$ cat config.mk
export PLATFORM = sky130hd
export DESIGN_NAME = uhsc_top
export DESIGN_NICKNAME = d
export VERILOG_FILES = /design/src/verilog/uhsc_pkg.sv /design/src/verilog/uhsc_top.sv
export SDC_FILE = /design/constraint.sdc
export NUM_CORES = 1
export LEC_CHECK = 0
export ABC_AREA = 1
export ABC_CLOCK_PERIOD_IN_PS = 1500
export BUFFER_PORTS_ARGS = -buffer_cell sky130_fd_sc_hd__buf_2
export CORE_UTILIZATION = 40
export CTS_BUF_LIST = sky130_fd_sc_hd__clkbuf_8
export CTS_CLUSTER_DIAMETER = 120
export DETAILED_ROUTE_END_ITERATION = 10
export GPL_TIMING_DRIVEN = 0
export PLACE_DENSITY = 0.76
export SYNTH_ARGS = -nofsm -noshare
export SYNTH_HDL_FRONTEND = slang
export SYNTH_SLANG_ARGS = --single-unit
$ cat constraint.sdc
create_clock -name aclk -period 1.5 [get_ports aclk]
set_input_delay 0.075 -clock aclk [delete_from_list [all_inputs] [get_ports aclk]]
set_output_delay 0.075 -clock aclk [all_outputs]
set_load 0.03 [all_outputs]
$ cat src/verilog/uhsc_pkg.sv
package uhsc_pkg;

   // Bus geometry
   localparam int unsigned ADDR_W = 12;
   localparam int unsigned IDX_W  = 10;

   // Register indices; byte address is four times the index
   localparam logic [IDX_W-1:0] IDX_CHD_EN    = 10'h0F9;
   localparam logic [IDX_W-1:0] IDX_CHE_EN    = 10'h0FA;
   localparam logic [IDX_W-1:0] IDX_RSV_LO    = 10'h0FB;
   localparam logic [IDX_W-1:0] IDX_RSV_HI    = 10'h0FF;
   localparam logic [IDX_W-1:0] IDX_XCVR_RST  = 10'h100;
   localparam logic [IDX_W-1:0] IDX_RSV_101   = 10'h101;
   localparam logic [IDX_W-1:0] IDX_NEGO      = 10'h102;
   localparam logic [IDX_W-1:0] IDX_CHD_CAUSE = 10'h110;
   localparam logic [IDX_W-1:0] IDX_CHE_CAUSE = 10'h111;
   localparam logic [IDX_W-1:0] IDX_RING      = 10'h112;
   localparam logic [IDX_W-1:0] IDX_IRQ_STAT  = 10'h113;
   localparam logic [IDX_W-1:0] IDX_IRQ_MASK  = 10'h114;

   // Field positions
   localparam int unsigned CAUSE_LSB      = 4;
   localparam int unsigned XCVR_RST_BIT   = 0;
   localparam int unsigned CANCEL_BIT     = 7;
   localparam int unsigned STATE_LSB      = 4;
   localparam int unsigned RING_CHD_BIT   = 3;
   localparam int unsigned RING_CHE_BIT   = 4;
   localparam int unsigned IRQ_CANCEL_BIT = 0;
   localparam int unsigned IRQ_STATE_BIT  = 1;

   // Values after reset
   localparam logic [3:0] EN_RST       = 4'h0;
   localparam logic       XCVR_RST_RST = 1'b0;
   localparam logic [1:0] IRQ_MASK_RST = 2'h0;

   // Timing at the bus clock
   localparam int unsigned CLK_MHZ        = 200;
   localparam int unsigned CANCEL_TIME_NS = 100;
   localparam int unsigned CANCEL_CYC     = (CANCEL_TIME_NS * CLK_MHZ + 999) / 1000;
   localparam int unsigned STEP_TIME_NS   = 1000;
   localparam int unsigned STEP_CYC       = STEP_TIME_NS * CLK_MHZ / 1000;

   // Host port states as reported
   typedef enum logic [2:0] {
      ST_RSVD      = 3'b000,
      ST_IDLE      = 3'b001,
      ST_WAIT_CONN = 3'b010,
      ST_DISABLED  = 3'b011,
      ST_USB_RESET = 3'b100,
      ST_OPER      = 3'b101,
      ST_SUSPEND   = 3'b110,
      ST_RESUME    = 3'b111
   } uhsc_state_e;

   // Compound target codes
   localparam logic [3:0] TGT_WC_DIS  = 4'h9;
   localparam logic [3:0] TGT_WC_OP   = 4'hA;
   localparam logic [3:0] TGT_RST_OP  = 4'hC;
   localparam logic [3:0] TGT_SUSP_OP = 4'hE;
   localparam logic [3:0] TGT_RES_OP  = 4'hF;

   // Bus responses
   localparam logic [1:0] RESP_OKAY   = 2'h0;
   localparam logic [1:0] RESP_SLVERR = 2'h2;

   // Per-channel interrupt causes, upper nibble order
   typedef struct packed {
      logic size_done;
      logic xfer_acked;
      logic xfer_error;
      logic cond_change;
   } uhsc_cause_s;

endpackage

$ cat src/verilog/uhsc_top.sv
// Our own choice: the AXI4-Lite slave port.
`timescale 1ns/1ps

// How it works
// - Channel-d summary flag is high while any latched channel-d cause has its enable set.
// - Channel-e summary flag works the same way with the channel-e enables, bits 7 to 4.
// - Bit 0 of the transceiver reset register holds the host transceiver in reset while one.
// - The transceiver reset register stays accessible in sleep and snooze states.
// - Writing one to bit 7 stops automatic state control, freezing state and timer; connect detection keeps running.
// - The cancel bit clears itself once stopping completes, twenty 200 MHz cycles later.
// - Bits 6 to 4 report the current host state with codes 001 to 111, 000 reserved.
// - Bits 3 to 0 written with 0001 to 0111 request the single target states.
// - Codes 1001, 1010, 1100, 1110 and 1111 chain two states, all others are ignored.
module uhsc_top
   import uhsc_pkg::*;
(
   input  wire logic              aclk,
   input  wire logic              aresetn,
   input  wire logic [ADDR_W-1:0] awaddr,
   input  wire logic              awvalid,
   output logic                   awready,
   input  wire logic [31:0]       wdata,
   input  wire logic [3:0]        wstrb,
   input  wire logic              wvalid,
   output logic                   wready,
   output logic [1:0]             bresp,
   output logic                   bvalid,
   input  wire logic              bready,
   input  wire logic [ADDR_W-1:0] araddr,
   input  wire logic              arvalid,
   output logic                   arready,
   output logic [31:0]            rdata,
   output logic [1:0]             rresp,
   output logic                   rvalid,
   input  wire logic              rready,
   input  wire uhsc_cause_s       chan_d_cause,
   input  wire uhsc_cause_s       chan_e_cause,
   input  wire logic              device_connect,
   output logic                   chan_d_summary_flag,
   output logic                   chan_e_summary_flag,
   output logic                   host_xcvr_reset_bit,
   output logic                   auto_active,
   output logic [2:0]             current_host_state,
   output logic                   irq
);

   // Counters below must hold the timing constants
   if (CANCEL_CYC < 1 || CANCEL_CYC > 255 || STEP_CYC < 2 || STEP_CYC > 65535) begin
      $error("uhsc_top: timing constants out of range");
   end
   // Bus slave state
   logic             aw_got_ff, nxt_aw_got_ff, w_got_ff, nxt_w_got_ff;
   logic [IDX_W-1:0] wr_idx_ff, nxt_wr_idx_ff;
   logic [7:0]       wdat_ff, nxt_wdat_ff;
   logic             wlane_ff, nxt_wlane_ff;
   logic             bvalid_ff, nxt_bvalid_ff, rvalid_ff, nxt_rvalid_ff;
   logic [1:0]       bresp_ff, nxt_bresp_ff, rresp_ff, nxt_rresp_ff;
   logic [7:0]       rdat_ff, nxt_rdat_ff;
   logic             wr_do;
   logic [IDX_W-1:0] rd_idx;
   // Register state
   logic [3:0]  chd_en_ff, nxt_chd_en_ff, che_en_ff, nxt_che_en_ff;
   logic [3:0]  chd_stat_ff, nxt_chd_stat_ff, che_stat_ff, nxt_che_stat_ff;
   logic        xrst_ff, nxt_xrst_ff, chd_sum_ff, nxt_chd_sum_ff, che_sum_ff, nxt_che_sum_ff;
   logic [1:0]  irq_stat_ff, nxt_irq_stat_ff, irq_mask_ff, nxt_irq_mask_ff;
   logic        chd_hit, che_hit;
   // Sequencer state
   logic        cancel_ff, nxt_cancel_ff, auto_on_ff, nxt_auto_on_ff;
   logic [7:0]  cancel_cnt_ff, nxt_cancel_cnt_ff;
   uhsc_state_e state_ff, nxt_state_ff, chain_dest_ff, nxt_chain_dest_ff;
   logic        chain_ff, nxt_chain_ff;
   logic [15:0] timer_ff, nxt_timer_ff;
   logic        state_evt, cancel_evt;
   logic        wr_nego, wr_go, tgt_ok, tgt_chain;
   uhsc_state_e tgt_first, tgt_dest;
   // Connect pin synchroniser
   logic        conn_s1_ff, conn_s2_ff, conn_s3_ff, conn_ff, nxt_conn_ff;
   function automatic logic mapped(input logic [IDX_W-1:0] idx);
      mapped = (idx >= IDX_CHD_EN && idx <= IDX_NEGO) ||
               (idx >= IDX_CHD_CAUSE && idx <= IDX_IRQ_MASK);
   endfunction
   // Handshake outputs
   assign awready = !aw_got_ff && !bvalid_ff;
   assign wready  = !w_got_ff && !bvalid_ff;
   assign arready = !rvalid_ff;
   assign wr_do   = aw_got_ff && w_got_ff && !bvalid_ff;
   assign rd_idx  = araddr[ADDR_W-1:2];
   assign bvalid  = bvalid_ff;
   assign bresp   = bresp_ff;
   assign rvalid  = rvalid_ff;
   assign rresp   = rresp_ff;
   assign rdata   = {24'h000000, rdat_ff};
   // Write and read channel next values
   always_comb begin
      nxt_aw_got_ff = aw_got_ff;
      nxt_w_got_ff  = w_got_ff;
      nxt_wr_idx_ff = wr_idx_ff;
      nxt_wdat_ff   = wdat_ff;
      nxt_wlane_ff  = wlane_ff;
      nxt_bvalid_ff = bvalid_ff;
      nxt_bresp_ff  = bresp_ff;
      nxt_rvalid_ff = rvalid_ff;
      nxt_rresp_ff  = rresp_ff;
      nxt_rdat_ff   = rdat_ff;
      if (awvalid && awready) begin
         nxt_aw_got_ff = 1'b1;
         nxt_wr_idx_ff = awaddr[ADDR_W-1:2];
      end
      if (wvalid && wready) begin
         nxt_w_got_ff = 1'b1;
         nxt_wdat_ff  = wdata[7:0];
         nxt_wlane_ff = wstrb[0];
      end
      if (wr_do) begin
         nxt_aw_got_ff = 1'b0;
         nxt_w_got_ff  = 1'b0;
         nxt_bvalid_ff = 1'b1;
         nxt_bresp_ff  = mapped(wr_idx_ff) ? RESP_OKAY : RESP_SLVERR;
      end else if (bvalid_ff && bready) begin
         nxt_bvalid_ff = 1'b0;
      end
      if (arvalid && arready) begin
         nxt_rvalid_ff = 1'b1;
         nxt_rresp_ff  = mapped(rd_idx) ? RESP_OKAY : RESP_SLVERR;
         case (rd_idx)
            IDX_CHD_EN:    nxt_rdat_ff = {chd_en_ff, 4'h0};
            IDX_CHE_EN:    nxt_rdat_ff = {che_en_ff, 4'h0};
            IDX_XCVR_RST:  nxt_rdat_ff = {7'h00, xrst_ff};
            IDX_NEGO:      nxt_rdat_ff = {cancel_ff, state_ff, 4'h0};
            IDX_CHD_CAUSE: nxt_rdat_ff = {chd_stat_ff, 4'h0};
            IDX_CHE_CAUSE: nxt_rdat_ff = {che_stat_ff, 4'h0};
            IDX_RING:      nxt_rdat_ff = {3'h0, che_sum_ff, chd_sum_ff, 3'h0};
            IDX_IRQ_STAT:  nxt_rdat_ff = {6'h00, irq_stat_ff};
            IDX_IRQ_MASK:  nxt_rdat_ff = {6'h00, irq_mask_ff};
            default:       nxt_rdat_ff = 8'h00;
         endcase
      end else if (rvalid_ff && rready) begin
         nxt_rvalid_ff = 1'b0;
      end
   end
   always_ff @(posedge aclk) begin
      if (!aresetn) begin
         aw_got_ff <= 1'b0;
         w_got_ff  <= 1'b0;
         wr_idx_ff <= '0;
         wdat_ff   <= 8'h00;
         wlane_ff  <= 1'b0;
         bvalid_ff <= 1'b0;
         bresp_ff  <= RESP_OKAY;
         rvalid_ff <= 1'b0;
         rresp_ff  <= RESP_OKAY;
         rdat_ff   <= 8'h00;
      end else begin
         aw_got_ff <= nxt_aw_got_ff;
         w_got_ff  <= nxt_w_got_ff;
         wr_idx_ff <= nxt_wr_idx_ff;
         wdat_ff   <= nxt_wdat_ff;
         wlane_ff  <= nxt_wlane_ff;
         bvalid_ff <= nxt_bvalid_ff;
         bresp_ff  <= nxt_bresp_ff;
         rvalid_ff <= nxt_rvalid_ff;
         rresp_ff  <= nxt_rresp_ff;
         rdat_ff   <= nxt_rdat_ff;
      end
   end
   // Enables, cause latches, summaries and interrupt
   assign chd_hit = |(chd_stat_ff & chd_en_ff);
   assign che_hit = |(che_stat_ff & che_en_ff);
   assign chan_d_summary_flag = chd_sum_ff;
   assign chan_e_summary_flag = che_sum_ff;
   assign host_xcvr_reset_bit = xrst_ff;
   assign irq = |(irq_stat_ff & irq_mask_ff);
   always_comb begin
      logic [7:0] clr;
      clr = (wr_do && wlane_ff) ? wdat_ff : 8'h00;
      nxt_chd_en_ff   = chd_en_ff;
      nxt_che_en_ff   = che_en_ff;
      nxt_xrst_ff     = xrst_ff;
      nxt_irq_mask_ff = irq_mask_ff;
      if (wr_do && wlane_ff) begin
         case (wr_idx_ff)
            IDX_CHD_EN:   nxt_chd_en_ff   = wdat_ff[7:CAUSE_LSB];
            IDX_CHE_EN:   nxt_che_en_ff   = wdat_ff[7:CAUSE_LSB];
            IDX_XCVR_RST: nxt_xrst_ff     = wdat_ff[XCVR_RST_BIT];
            IDX_IRQ_MASK: nxt_irq_mask_ff = wdat_ff[1:0];
            default:      nxt_irq_mask_ff = irq_mask_ff;
         endcase
      end
      // Set wins over a same-cycle write-one clear
      nxt_chd_stat_ff = (chd_stat_ff & ~((wr_idx_ff == IDX_CHD_CAUSE) ? clr[7:4] : 4'h0))
                        | chan_d_cause;
      nxt_che_stat_ff = (che_stat_ff & ~((wr_idx_ff == IDX_CHE_CAUSE) ? clr[7:4] : 4'h0))
                        | chan_e_cause;
      nxt_irq_stat_ff = (irq_stat_ff & ~((wr_idx_ff == IDX_IRQ_STAT) ? clr[1:0] : 2'h0))
                        | {state_evt, cancel_evt};
      nxt_chd_sum_ff  = chd_hit;
      nxt_che_sum_ff  = che_hit;
   end
   always_ff @(posedge aclk) begin
      if (!aresetn) begin
         chd_en_ff   <= EN_RST;
         che_en_ff   <= EN_RST;
         chd_stat_ff <= 4'h0;
         che_stat_ff <= 4'h0;
         xrst_ff     <= XCVR_RST_RST;
         irq_stat_ff <= 2'h0;
         irq_mask_ff <= IRQ_MASK_RST;
         chd_sum_ff  <= 1'b0;
         che_sum_ff  <= 1'b0;
      end else begin
         chd_en_ff   <= nxt_chd_en_ff;
         che_en_ff   <= nxt_che_en_ff;
         chd_stat_ff <= nxt_chd_stat_ff;
         che_stat_ff <= nxt_che_stat_ff;
         xrst_ff     <= nxt_xrst_ff;
         irq_stat_ff <= nxt_irq_stat_ff;
         irq_mask_ff <= nxt_irq_mask_ff;
         chd_sum_ff  <= nxt_chd_sum_ff;
         che_sum_ff  <= nxt_che_sum_ff;
      end
   end
   // Connect detection, three stages, change when last two agree
   assign nxt_conn_ff = (conn_s2_ff == conn_s3_ff) ? conn_s3_ff : conn_ff;
   always_ff @(posedge aclk) begin
      if (!aresetn) begin
         conn_s1_ff <= 1'b0;
         conn_s2_ff <= 1'b0;
         conn_s3_ff <= 1'b0;
         conn_ff    <= 1'b0;
      end else begin
         conn_s1_ff <= device_connect;
         conn_s2_ff <= conn_s1_ff;
         conn_s3_ff <= conn_s2_ff;
         conn_ff    <= nxt_conn_ff;
      end
   end
   // Target code decode; each chained code names its first state
   always_comb begin
      tgt_ok    = 1'b1;
      tgt_chain = 1'b1;
      tgt_first = uhsc_state_e'(wdat_ff[2:0]);
      tgt_dest  = ST_OPER;
      case (wdat_ff[3:0])
         TGT_WC_DIS: begin
            tgt_first = ST_WAIT_CONN;
            tgt_dest  = ST_DISABLED;
         end
         TGT_WC_OP:   tgt_first = ST_WAIT_CONN;
         TGT_RST_OP:  tgt_first = ST_USB_RESET;
         TGT_SUSP_OP: tgt_first = ST_SUSPEND;
         TGT_RES_OP:  tgt_first = ST_RESUME;
         default: begin
            tgt_chain = 1'b0;
            tgt_ok    = (wdat_ff[3] == 1'b0) && (wdat_ff[2:0] != 3'h0);
         end
      endcase
   end
   assign wr_nego = wr_do && wlane_ff && (wr_idx_ff == IDX_NEGO);
   // Target writes are dropped while a cancel is still running
   assign wr_go   = wr_nego && !wdat_ff[CANCEL_BIT] && !cancel_ff && tgt_ok;
   assign auto_active        = auto_on_ff;
   assign current_host_state = state_ff;
   // Host state sequencer
   always_comb begin
      nxt_cancel_ff     = cancel_ff;
      nxt_cancel_cnt_ff = cancel_cnt_ff;
      nxt_auto_on_ff    = auto_on_ff;
      nxt_state_ff      = state_ff;
      nxt_chain_ff      = chain_ff;
      nxt_chain_dest_ff = chain_dest_ff;
      nxt_timer_ff      = timer_ff;
      state_evt         = 1'b0;
      cancel_evt        = 1'b0;
      if (cancel_ff) begin
         nxt_auto_on_ff    = 1'b0;
         nxt_cancel_cnt_ff = cancel_cnt_ff - 8'h01;
         if (cancel_cnt_ff == 8'h01) begin
            nxt_cancel_ff = 1'b0;
            cancel_evt    = 1'b1;
         end
      end else if (wr_nego && wdat_ff[CANCEL_BIT]) begin
         nxt_cancel_ff     = 1'b1;
         nxt_cancel_cnt_ff = CANCEL_CYC[7:0];
         nxt_auto_on_ff    = 1'b0;
      end else if (wr_go) begin
         nxt_auto_on_ff    = 1'b1;
         nxt_state_ff      = tgt_first;
         nxt_chain_ff      = tgt_chain;
         nxt_chain_dest_ff = tgt_dest;
         nxt_timer_ff      = STEP_CYC[15:0];
         state_evt         = 1'b1;
      end else if (auto_on_ff && chain_ff) begin
         // Wait-connect advances on attach, other first states after the dwell
         if ((state_ff == ST_WAIT_CONN) ? conn_ff : (timer_ff == 16'h0001)) begin
            nxt_state_ff = chain_dest_ff;
            nxt_chain_ff = 1'b0;
            state_evt    = 1'b1;
         end else if (state_ff != ST_WAIT_CONN) begin
            nxt_timer_ff = timer_ff - 16'h0001;
         end
      end
   end

   always_ff @(posedge aclk) begin
      if (!aresetn) begin
         cancel_ff     <= 1'b0;
         cancel_cnt_ff <= 8'h00;
         auto_on_ff    <= 1'b0;
         state_ff      <= ST_IDLE;
         chain_ff      <= 1'b0;
         chain_dest_ff <= ST_OPER;
         timer_ff      <= 16'h0000;
      end else begin
         cancel_ff     <= nxt_cancel_ff;
         cancel_cnt_ff <= nxt_cancel_cnt_ff;
         auto_on_ff    <= nxt_auto_on_ff;
         state_ff      <= nxt_state_ff;
         chain_ff      <= nxt_chain_ff;
         chain_dest_ff <= nxt_chain_dest_ff;
         timer_ff      <= nxt_timer_ff;
      end
   end
endmodule

==> impl_metrics.ini, run 1 <==
[final_layout]
insertedDiodeCount = 0
final_common_cell = nand2_1
final_cell_mix = nand2_1 (130), nor2_1 (78), dfxtp_1 (76)
fin_area_um2 = 6580
finalNetCount = 954
area_growth_syn_to_layout_pct = 34.3
n_fill_cell = 1080
instances_no_fill = 1026
drive_gt1_frac = 0.295

[setup_path]
critical_path.endpoint_type = flip-flop
cpPeakStageDelay_ps = 380
crit_type = reg -> reg
worst-path-max-fanout = 5
crit_required_ps = 1800
crit_slowest_cell = dfxtp_4
path_buf_inv = 3
cp_cell_sequence = inv_4, nand2_4, nor2_4, nand2_2, nor2_4, nand3_4, nand2_4, inv_4, nor2_4, clkbuf_16, nand2_4, a21oi_2
crit_family = simple AND/OR/NAND/NOR gates
cp.arrival_ps = 2030
cp-start-kind = flip-flop

[sta]
tightest_slew_ps = 878
fin_crit_sh = 1.15
rsz0062_at_grt = true
fin_skew_ps = 12.3
clock.fmax_mhz = 579
timing.final.crit_period_ps = 1730
layout_setup_ws_ps = -228
finalHoldViolCount = 0
drv_slew = 0
setup_violations = 28
relSlewSlack = 0.410

[synth]
synth_cell_types = 36
synth-xor-area-share = 0.0268
synthSimpleGateAreaFrac = 0.299
synthesis.area_um2 = 4900
syn_inst = 716
async_reset_ff_frac = 0
synth_fa_ha_area_frac = 0.0102
synth_top_family_by_area = simple AND/OR/NAND/NOR gates
yosys_warnings = 0
muxShareOfSynthArea = 0
synth_compound_area_frac = 0.168
synth_top_flop_cell = dfxtp_1
ys_seq_area_frac = 0.372
syn_area_per_cell_um2 = 6.84
synth_edf_count = 0
yosys_register_bits = 91

[die]
io_pins = 125
core_area_um2 = 12000
start_util = 0.409
die_area_um2 = 12700
die_h_um = 113
rows = 40
die_x_um = 113

[placement]
dp.cells = 955
place_area_um2 = 5520
port_buffers = 66
hpwl_um = 9090
gp_congestion = 0.912

[detailed_routing]
routed-via-count = 5180
drc = 0
wl_um = 14100
via_per_inst = 5.05
drt_first_pass_iters = 5
final_antenna_net_count = 0
drtIter0Drc = 320
wire_per_inst_um = 13.7

[clocking]
cts.sink_count = 91
clk_pin_slew_worst_paths_ps = 100
h-tree-depth = 3
cts_root_buf = clkbuf_8
clock_latency_ps = 380
numCtsBuffers = 9
cts_tree = done
clock_path_buffers = 2

[global_routing]
grt_pass1_vias = 4595
grt_use_total = 0.214
grt_pass1_wl_um = 21700
grt_max_degree = 18
antenna_found_initial = 0
grt_overflow_total = 0

[power_and_ir_drop]
p_leak_nw = 2.99
p_per_area_nw_per_um2 = 823
ir_worst_vdd_mv = 0.421

[job]
drv_cap = 0

[outcome]
violations = negative setup slack
outcome = complete, but fails checks

[min_path]
hp-class = in -> reg
-- Yosys cell counts, types with 2 or more instances --
master,instances,area [um^2]
nand2_1,141,529
nor2_1,96,360
dfxtp_1,91,1820
inv_1,77,289
a21oi_1,67,335
o21ai_0,58,290
buf_4,27,203
nand3_1,23,115
nand4_1,19,119
nand2_2,18,113
nor3_1,14,70.1
xor2_1,11,96.3
a21oi_2,10,87.6
clkbuf_1,10,37.5
inv_2,7,26.3
a211oi_1,4,30.0
ha_1,4,50.1
nor2_2,4,25.0
nor2_4,4,45.0
xnor2_1,4,35.0
buf_1,3,11.3
buf_2,3,15.0
nand3_2,3,30.0
a41oi_1,2,17.5
buf_6,2,22.5
o21a_1,2,15.0
o31ai_1,2,15.0
or2_2,2,12.5
-- per-layer routing --
metal  share of wire  wire (um)  track usage  vias to the layer above
li1                -          -            -                     2586
met1            0.45       6280        0.282                     2348
met2            0.46       6480        0.345                      208
met5               0          0            0                        -
met4           0.031        437       0.0916                        0
met3           0.062        869       0.0351                       38
-- area by class of cell --
type	count	area, um^2	share of cell area
multi-input cells	522	2800	0.425
well taps	147	184	0.0280
plain buffers	44	305	0.0464
clock inverters	7	110	0.0167
clock buffers	9	124	0.0188
flip-flops and latches	91	1850	0.282
inverters	84	335	0.0510
repair buffers	122	867	0.132
-- through the flow --
stage          hold slack (ps)  setup TNS [ps]  total power [mW]   util  worst slack (ps)
4_1_cts                   11.3           -2830              5.33  0.526              -150
6_report                  17.0           -4780              5.41  0.550              -228
2_1_floorplan              173            -302              3.12      -             -32.1
3_5_place_dp               261           -5120              3.32  0.461              -307
5_1_grt                   21.5           -6840              5.62  0.550              -303
3_3_place_gp               263           -4050              3.31  0.461              -274
-- worst paths after layout --
path,from,end,cells past startpoint,slack (ps)
setup / recovery,wr_idx_ff[9],timer_ff[4],12,-230
hold / removal,rready,rvalid,3,20
setup reg to reg,wr_idx_ff[9],timer_ff[4],12,-230
hold reg to reg,conn_s1_ff,conn_s2_ff,2,420
-- cell families after synthesis --
logic type	count (synthesis)
AOI/OAI and AO/OA	149
xor gates and xnor gates	15
adders and majority gates	4
buffers and inverters	129
DFF	91
other	1
and+or+nand+nor	327
-- repair_timing --
item,in CTS,in global routing
endpoints found under the hold margin,27,0
endpoints found under the setup margin,40,45
hold buffers,27,0
cloned,0,1
gates resized for setup,48,61
setup buffers,19,9
pin swaps,10,17
-- state kept, by name, indices dropped and copies added, names as in the netlist, 2 cells and up --
register / flops
cancel_cnt_ff: 8
chain_dest_ff: 2
chd_en_ff: 4
chd_stat_ff: 4
che_en_ff: 4
che_stat_ff: 4
current_host_state: 3
irq_mask_ff: 2
irq_stat_ff: 2
rdat_ff: 7
timer_ff: 16
wdat_ff: 8
wr_idx_ff: 10
-- tightest hold or removal path: cells and delay by family --
| kind | cells | cell delay, ps |
|---|---|---|
| AO/OA/AOI/OAI | 1 | 170 |
| buffers and inverters | 1 | 80 |
| AND/OR/NAND/NOR | 1 | 40 |
-- power breakdown --
group	internal, mW	switching (mW)	leakage, nW
clock network	0.967	0.973	0.113
registers	2.50	0.0910	0.748
logic	0.329	0.552	2.12
total	3.80	1.62	2.99
Note: power is estimated with default switching activity, not from simulation.
==> inputs of run 2 (changes only) <==
--- a/config.mk
+++ b/config.mk
@@ -8,12 +8,12 @@
 export ABC_AREA = 1
 export ABC_CLOCK_PERIOD_IN_PS = 1500
 export BUFFER_PORTS_ARGS = -buffer_cell sky130_fd_sc_hd__buf_2
-export CORE_UTILIZATION = 40
+export CORE_UTILIZATION = 39
 export CTS_BUF_LIST = sky130_fd_sc_hd__clkbuf_8
 export CTS_CLUSTER_DIAMETER = 120
 export DETAILED_ROUTE_END_ITERATION = 10
 export GPL_TIMING_DRIVEN = 0
-export PLACE_DENSITY = 0.76
+export PLACE_DENSITY = 0.75
 export SYNTH_ARGS = -nofsm -noshare
 export SYNTH_HDL_FRONTEND = slang
 export SYNTH_SLANG_ARGS = --single-unit
==> impl_metrics.ini, run 2 (synthesis results as in run 1) <==
[setup_path]
worst-path-max-fanout = 5
ff2ff_setup_slack_ps = -240
critical_path.endpoint_type = flip-flop
crit_path_start = wdat_ff[2]
cp.arrival_ps = 2040
r2r_start = wdat_ff[2]
r2r_end = timer_ff[5]
crit_required_ps = 1810
cp-start-kind = flip-flop
r2r_cells = 12
endpoint = timer_ff[5]
crit_type = reg -> reg

[placement]
hpwl_um = 9190
port_buffers = 66
gp_congestion = 0.897

[sta]
clock.fmax_mhz = 576
fin_skew_ps = 22.4
tightest_slew_ps = 856
finalHoldViolCount = 0
drv_slew = 0
layout_setup_ws_ps = -236
timing.final.crit_period_ps = 1740
rsz0062_at_grt = true
setup_violations = 30
relSlewSlack = 0.425
fin_crit_sh = 1.16

[power_and_ir_drop]
ir_worst_vdd_mv = 0.532
p_leak_nw = 3.05
p_sw_mw = 1.63
p_int_mw = 3.66
power_frac_comb = 0.175
p_per_area_nw_per_um2 = 791
finalPower_mw = 5.29
p_sw_frac = 0.308
seqPwrFrac = 0.490
clkPwrFrac = 0.335

[global_routing]
grt_pass1_vias = 4432
grt_max_degree = 18
antenna_found_initial = 0
grt_pass1_wl_um = 20500
grt_overflow_total = 0
grt_use_total = 0.199

[die]
die_h_um = 114
die_area_um2 = 13000
core_area_um2 = 12100
io_pins = 125
start_util = 0.404
rows = 40
die_x_um = 114

[detailed_routing]
via_per_inst = 4.81
drtIter0Drc = 383
drc = 0
wire_per_inst_um = 12.6
routed-via-count = 5109
drt_first_pass_iters = 6
wl_um = 13400
final_antenna_net_count = 0

[final_layout]
largest_register = timer_ff
finalNetCount = 969
multiInputGateArea_um2 = 2800
insertedDiodeCount = 0
final_util = 0.552
n_fill_cell = 1137
largest_register_ff_count = 16
final_cell_mix = nand2_1 (130), nor2_1 (81), dfxtp_1 (76)
reg.largest.list = timer_ff x16, wr_idx_ff x10
drive_gt1_frac = 0.295
regArea_um2 = 1860
final_common_cell = nand2_1
area_growth_syn_to_layout_pct = 36.6

[clocking]
cts.sink_count = 91
clk_pin_slew_worst_paths_ps = 110
h-tree-depth = 3
clock_path_buffers = 2
cts_root_buf = clkbuf_8
clock_latency_ps = 400
numCtsBuffers = 9
cts_tree = done

[outcome]
outcome = complete, but fails checks
violations = negative setup slack

[job]
drv_cap = 0

[min_path]
hp-start = rready
hp-class = in -> reg
## run 2: worst min path at each step
stage	endpoint	slack, ps	depth (start not counted)
CTS	rvalid	5	3
global placement	conn_s1_ff	260	3
floorplan	conn_s1_ff	170	2
finish	rvalid	10	3
detailed placement	conn_s1_ff	260	3
global route	rvalid	20	3
## run 2: layer usage
metal,track usage,vias up,share of wire
met3,0.0319,17,0.052
met1,0.264,2318,0.46
met5,0,-,0
li1,-,2618,-
met4,0.0840,0,0.018
met2,0.323,156,0.47
## run 2: power groups by stage
stage          Sequential (mW)  Clock, mW  Combinational [mW]
6_report                  2.59       1.77               0.925
5_1_grt                   2.61       1.90                1.00
4_1_cts                   2.58       1.79               0.804
3_5_place_dp              2.63          0               0.691
3_3_place_gp              2.62          0               0.684
2_1_floorplan             2.62          0               0.502
## run 2: critical path, stage by stage, from the launching register on
cell and delay [ps]:
dfxtp_2 360, inv_2 80, nand2_2 60, nand2_2 110
nor2_4 50, nor2_4 130, nand3_4 140, nand2_4 140
inv_2 50, nor2_4 190, buf_8 160, nand2_4 40
a21oi_2 130
## run 2: final cells by class
type | instances | share of cell area
clock buffers | 9 | 0.0185
repair buffers | 136 | 0.145
clock inverters | 7 | 0.0120
flip-flops and latches | 91 | 0.277
plain buffers | 45 | 0.0471
well taps | 168 | 0.0314
inverters | 84 | 0.0503
multi-input cells | 522 | 0.418
## run 2: timing repair
action / in CTS / in global routing
pin swaps: 11 / 17
gates resized for setup: 49 / 56
setup buffers: 19 / 20
hold endpoints to repair: 30 / 0
setup endpoints to repair: 36 / 53
hold buffers: 30 / 0
cloned: 0 / 1
## run 2: per-stage QoR
step	setup TNS [ps]	hold slack, ps	cell area (um^2)	instances	worst slack (ps)
2_1_floorplan	-302	173	5000	742	-32.1
3_3_place_gp	-4050	262	5540	976	-258
3_5_place_dp	-4950	262	5540	976	-284
4_1_cts	-1790	4.53	6320	1041	-139
5_1_grt	-7170	23.3	6690	1062	-316
6_report	-3830	10.5	6690	1062	-236
==> inputs of run 3 (changes only) <==
--- a/config.mk
+++ b/config.mk
@@ -7,7 +7,7 @@
 export LEC_CHECK = 0
 export ABC_AREA = 1
 export ABC_CLOCK_PERIOD_IN_PS = 1500
-export BUFFER_PORTS_ARGS = -buffer_cell sky130_fd_sc_hd__buf_2
+export BUFFER_PORTS_ARGS = -buffer_cell sky130_fd_sc_hd__buf_4
 export CORE_UTILIZATION = 39
 export CTS_BUF_LIST = sky130_fd_sc_hd__clkbuf_8
 export CTS_CLUSTER_DIAMETER = 120
==> impl_metrics.ini, run 3 (synthesis results as in run 1) <==
[setup_path]
ff2ff_setup_slack_ps = -280
worst-path-max-fanout = 10
crit_path_start = wr_idx_ff[1]
crit_required_ps = 1730
cp.arrival_ps = 2010
r2r_start = wr_idx_ff[1]
critical_path.endpoint_type = flip-flop
r2r_end = timer_ff[9]
r2r_cells = 10
crit_type = reg -> reg
cp-start-kind = flip-flop

[detailed_routing]
routed-via-count = 5188
via_per_inst = 4.95
wire_per_inst_um = 13.4
final_antenna_net_count = 0
drtIter0Drc = 430
drt_first_pass_iters = 8
drc = 0
wl_um = 14000

[final_layout]
largest_register_ff_count = 16
drive_gt1_frac = 0.302
final_util = 0.565
final_common_cell = nand2_1
area_growth_syn_to_layout_pct = 39.8
reg.largest.list = timer_ff x16, wr_idx_ff x10
instances_no_fill = 1049
n_fill_cell = 1095
final_cell_mix = nand2_1 (128), buf_4 (116), nor2_1 (80)
finalNetCount = 956
largest_register = timer_ff
insertedDiodeCount = 0

[placement]
hpwl_um = 9210
port_buffers = 66
dp_slack_ps = -285
gp_congestion = 0.922
dp.cells = 976

[min_path]
hp-start = wdata[0]
holdPathStages = 3
hp-class = in -> reg
hold_path_end = wdat_ff[0]

[outcome]
violations = negative setup slack
outcome = complete, but fails checks

[global_routing]
grt_overflow_total = 0
grt_max_degree = 18
grt_use_total = 0.204
antenna_found_initial = 0
grt_pass1_vias = 4625
grt-busiest-layer = met2
grt_pass1_wl_um = 21300
use_met3 = 0.0356
use_met2 = 0.330
met1_usage = 0.269

[sta]
layout_setup_ws_ps = -284
fin_crit_sh = 1.19
clock.fmax_mhz = 560
rsz0062_at_grt = true
fin_skew_ps = 11.1
setup_violations = 27
finalSetupTns_ps = -4500
finalHoldViolCount = 0
tightest_slew_ps = 830
timing.final.crit_period_ps = 1780
drv_slew = 0
relSlewSlack = 0.442

[power_and_ir_drop]
ir_worst_vdd_mv = 0.411
power_frac_comb = 0.170
p_per_area_nw_per_um2 = 799
p_leak_nw = 3.07
seqPwrFrac = 0.475
p_sw_mw = 1.63
p_sw_frac = 0.298
clkPwrFrac = 0.355
p_int_mw = 3.84
finalPower_mw = 5.47

[clocking]
h-tree-depth = 3
cts_root_buf = clkbuf_8
clock_path_buffers = 2
clock_latency_ps = 370
numCtsBuffers = 9
cts.sink_count = 91
cts_tree = done
clk_pin_slew_worst_paths_ps = 90

[die]
die_area_um2 = 13000
start_util = 0.404
core_area_um2 = 12100
die_x_um = 114
die_h_um = 114
rows = 40
io_pins = 125

[job]
drv_cap = 0
[run 3: critical path, cell delays in order, from the launching register on]
cell,delay [ps]
dfxtp_1,380
inv_1,100
nor2_4,160
nand2_1,100
nor2_1,120
nand4_1,170
nor2_2,210
buf_6,190
a21oi_1,90
nand2_2,80
a21oi_2,40
[run 3: metal layers]
metal  share of wire  routed length [um]
met1            0.44                6130
met2            0.46                6530
met3           0.064                 901
met4           0.034                 474
met5               0                   0
[run 3: final cells by class]
cell class	instances	area [um^2]	share of cell area
inverter	84	335	0.0490
timing repair buffer	124	1040	0.152
clock inverter	7	110	0.0161
sequential	91	1860	0.272
tap	168	210	0.0307
multi-input combinational	522	2860	0.418
buffer	44	307	0.0448
clock buffer	9	124	0.0181
[run 3: worst max path at each step]
stage / end / slack (ps) / cells after the start
2_1_floorplan: timer_ff[10] / -30 / 12
3_3_place_gp: timer_ff[5] / -260 / 10
3_5_place_dp: timer_ff[4] / -280 / 10
4_1_cts: timer_ff[5] / -130 / 12
5_1_grt: timer_ff[5] / -390 / 10
6_report: timer_ff[9] / -280 / 10
[run 3: what timing repair did]
action,4_1_cts,5_1_grt
hold buffers,28,0
hold endpoints to repair,28,0
endpoints found under the setup margin,34,53
gates cloned,1,1
pin swaps,2,22
buffers inserted,14,15
gates resized for setup,47,87
[run 3: metrics by stage]
stage / cell area [um^2] / hold slack (ps)
2_1_floorplan: 5000 / 173
3_3_place_gp: 5710 / 260
3_5_place_dp: 5710 / 263
4_1_cts: 6440 / 11.9
5_1_grt: 6840 / 19.1
6_report: 6840 / 2.90
[run 3: power by group through the flow]
| stage | Sequential [mW] | Clock [mW] | Combinational [mW] |
|---|---|---|---|
| after floorplan | 2.62 | 0 | 0.502 |
| after global placement | 2.63 | 0 | 0.725 |
| after detailed placement | 2.63 | 0 | 0.734 |
| after CTS | 2.58 | 1.96 | 0.837 |
| after global routing | 2.61 | 2.07 | 1.01 |
| final | 2.60 | 1.94 | 0.932 |
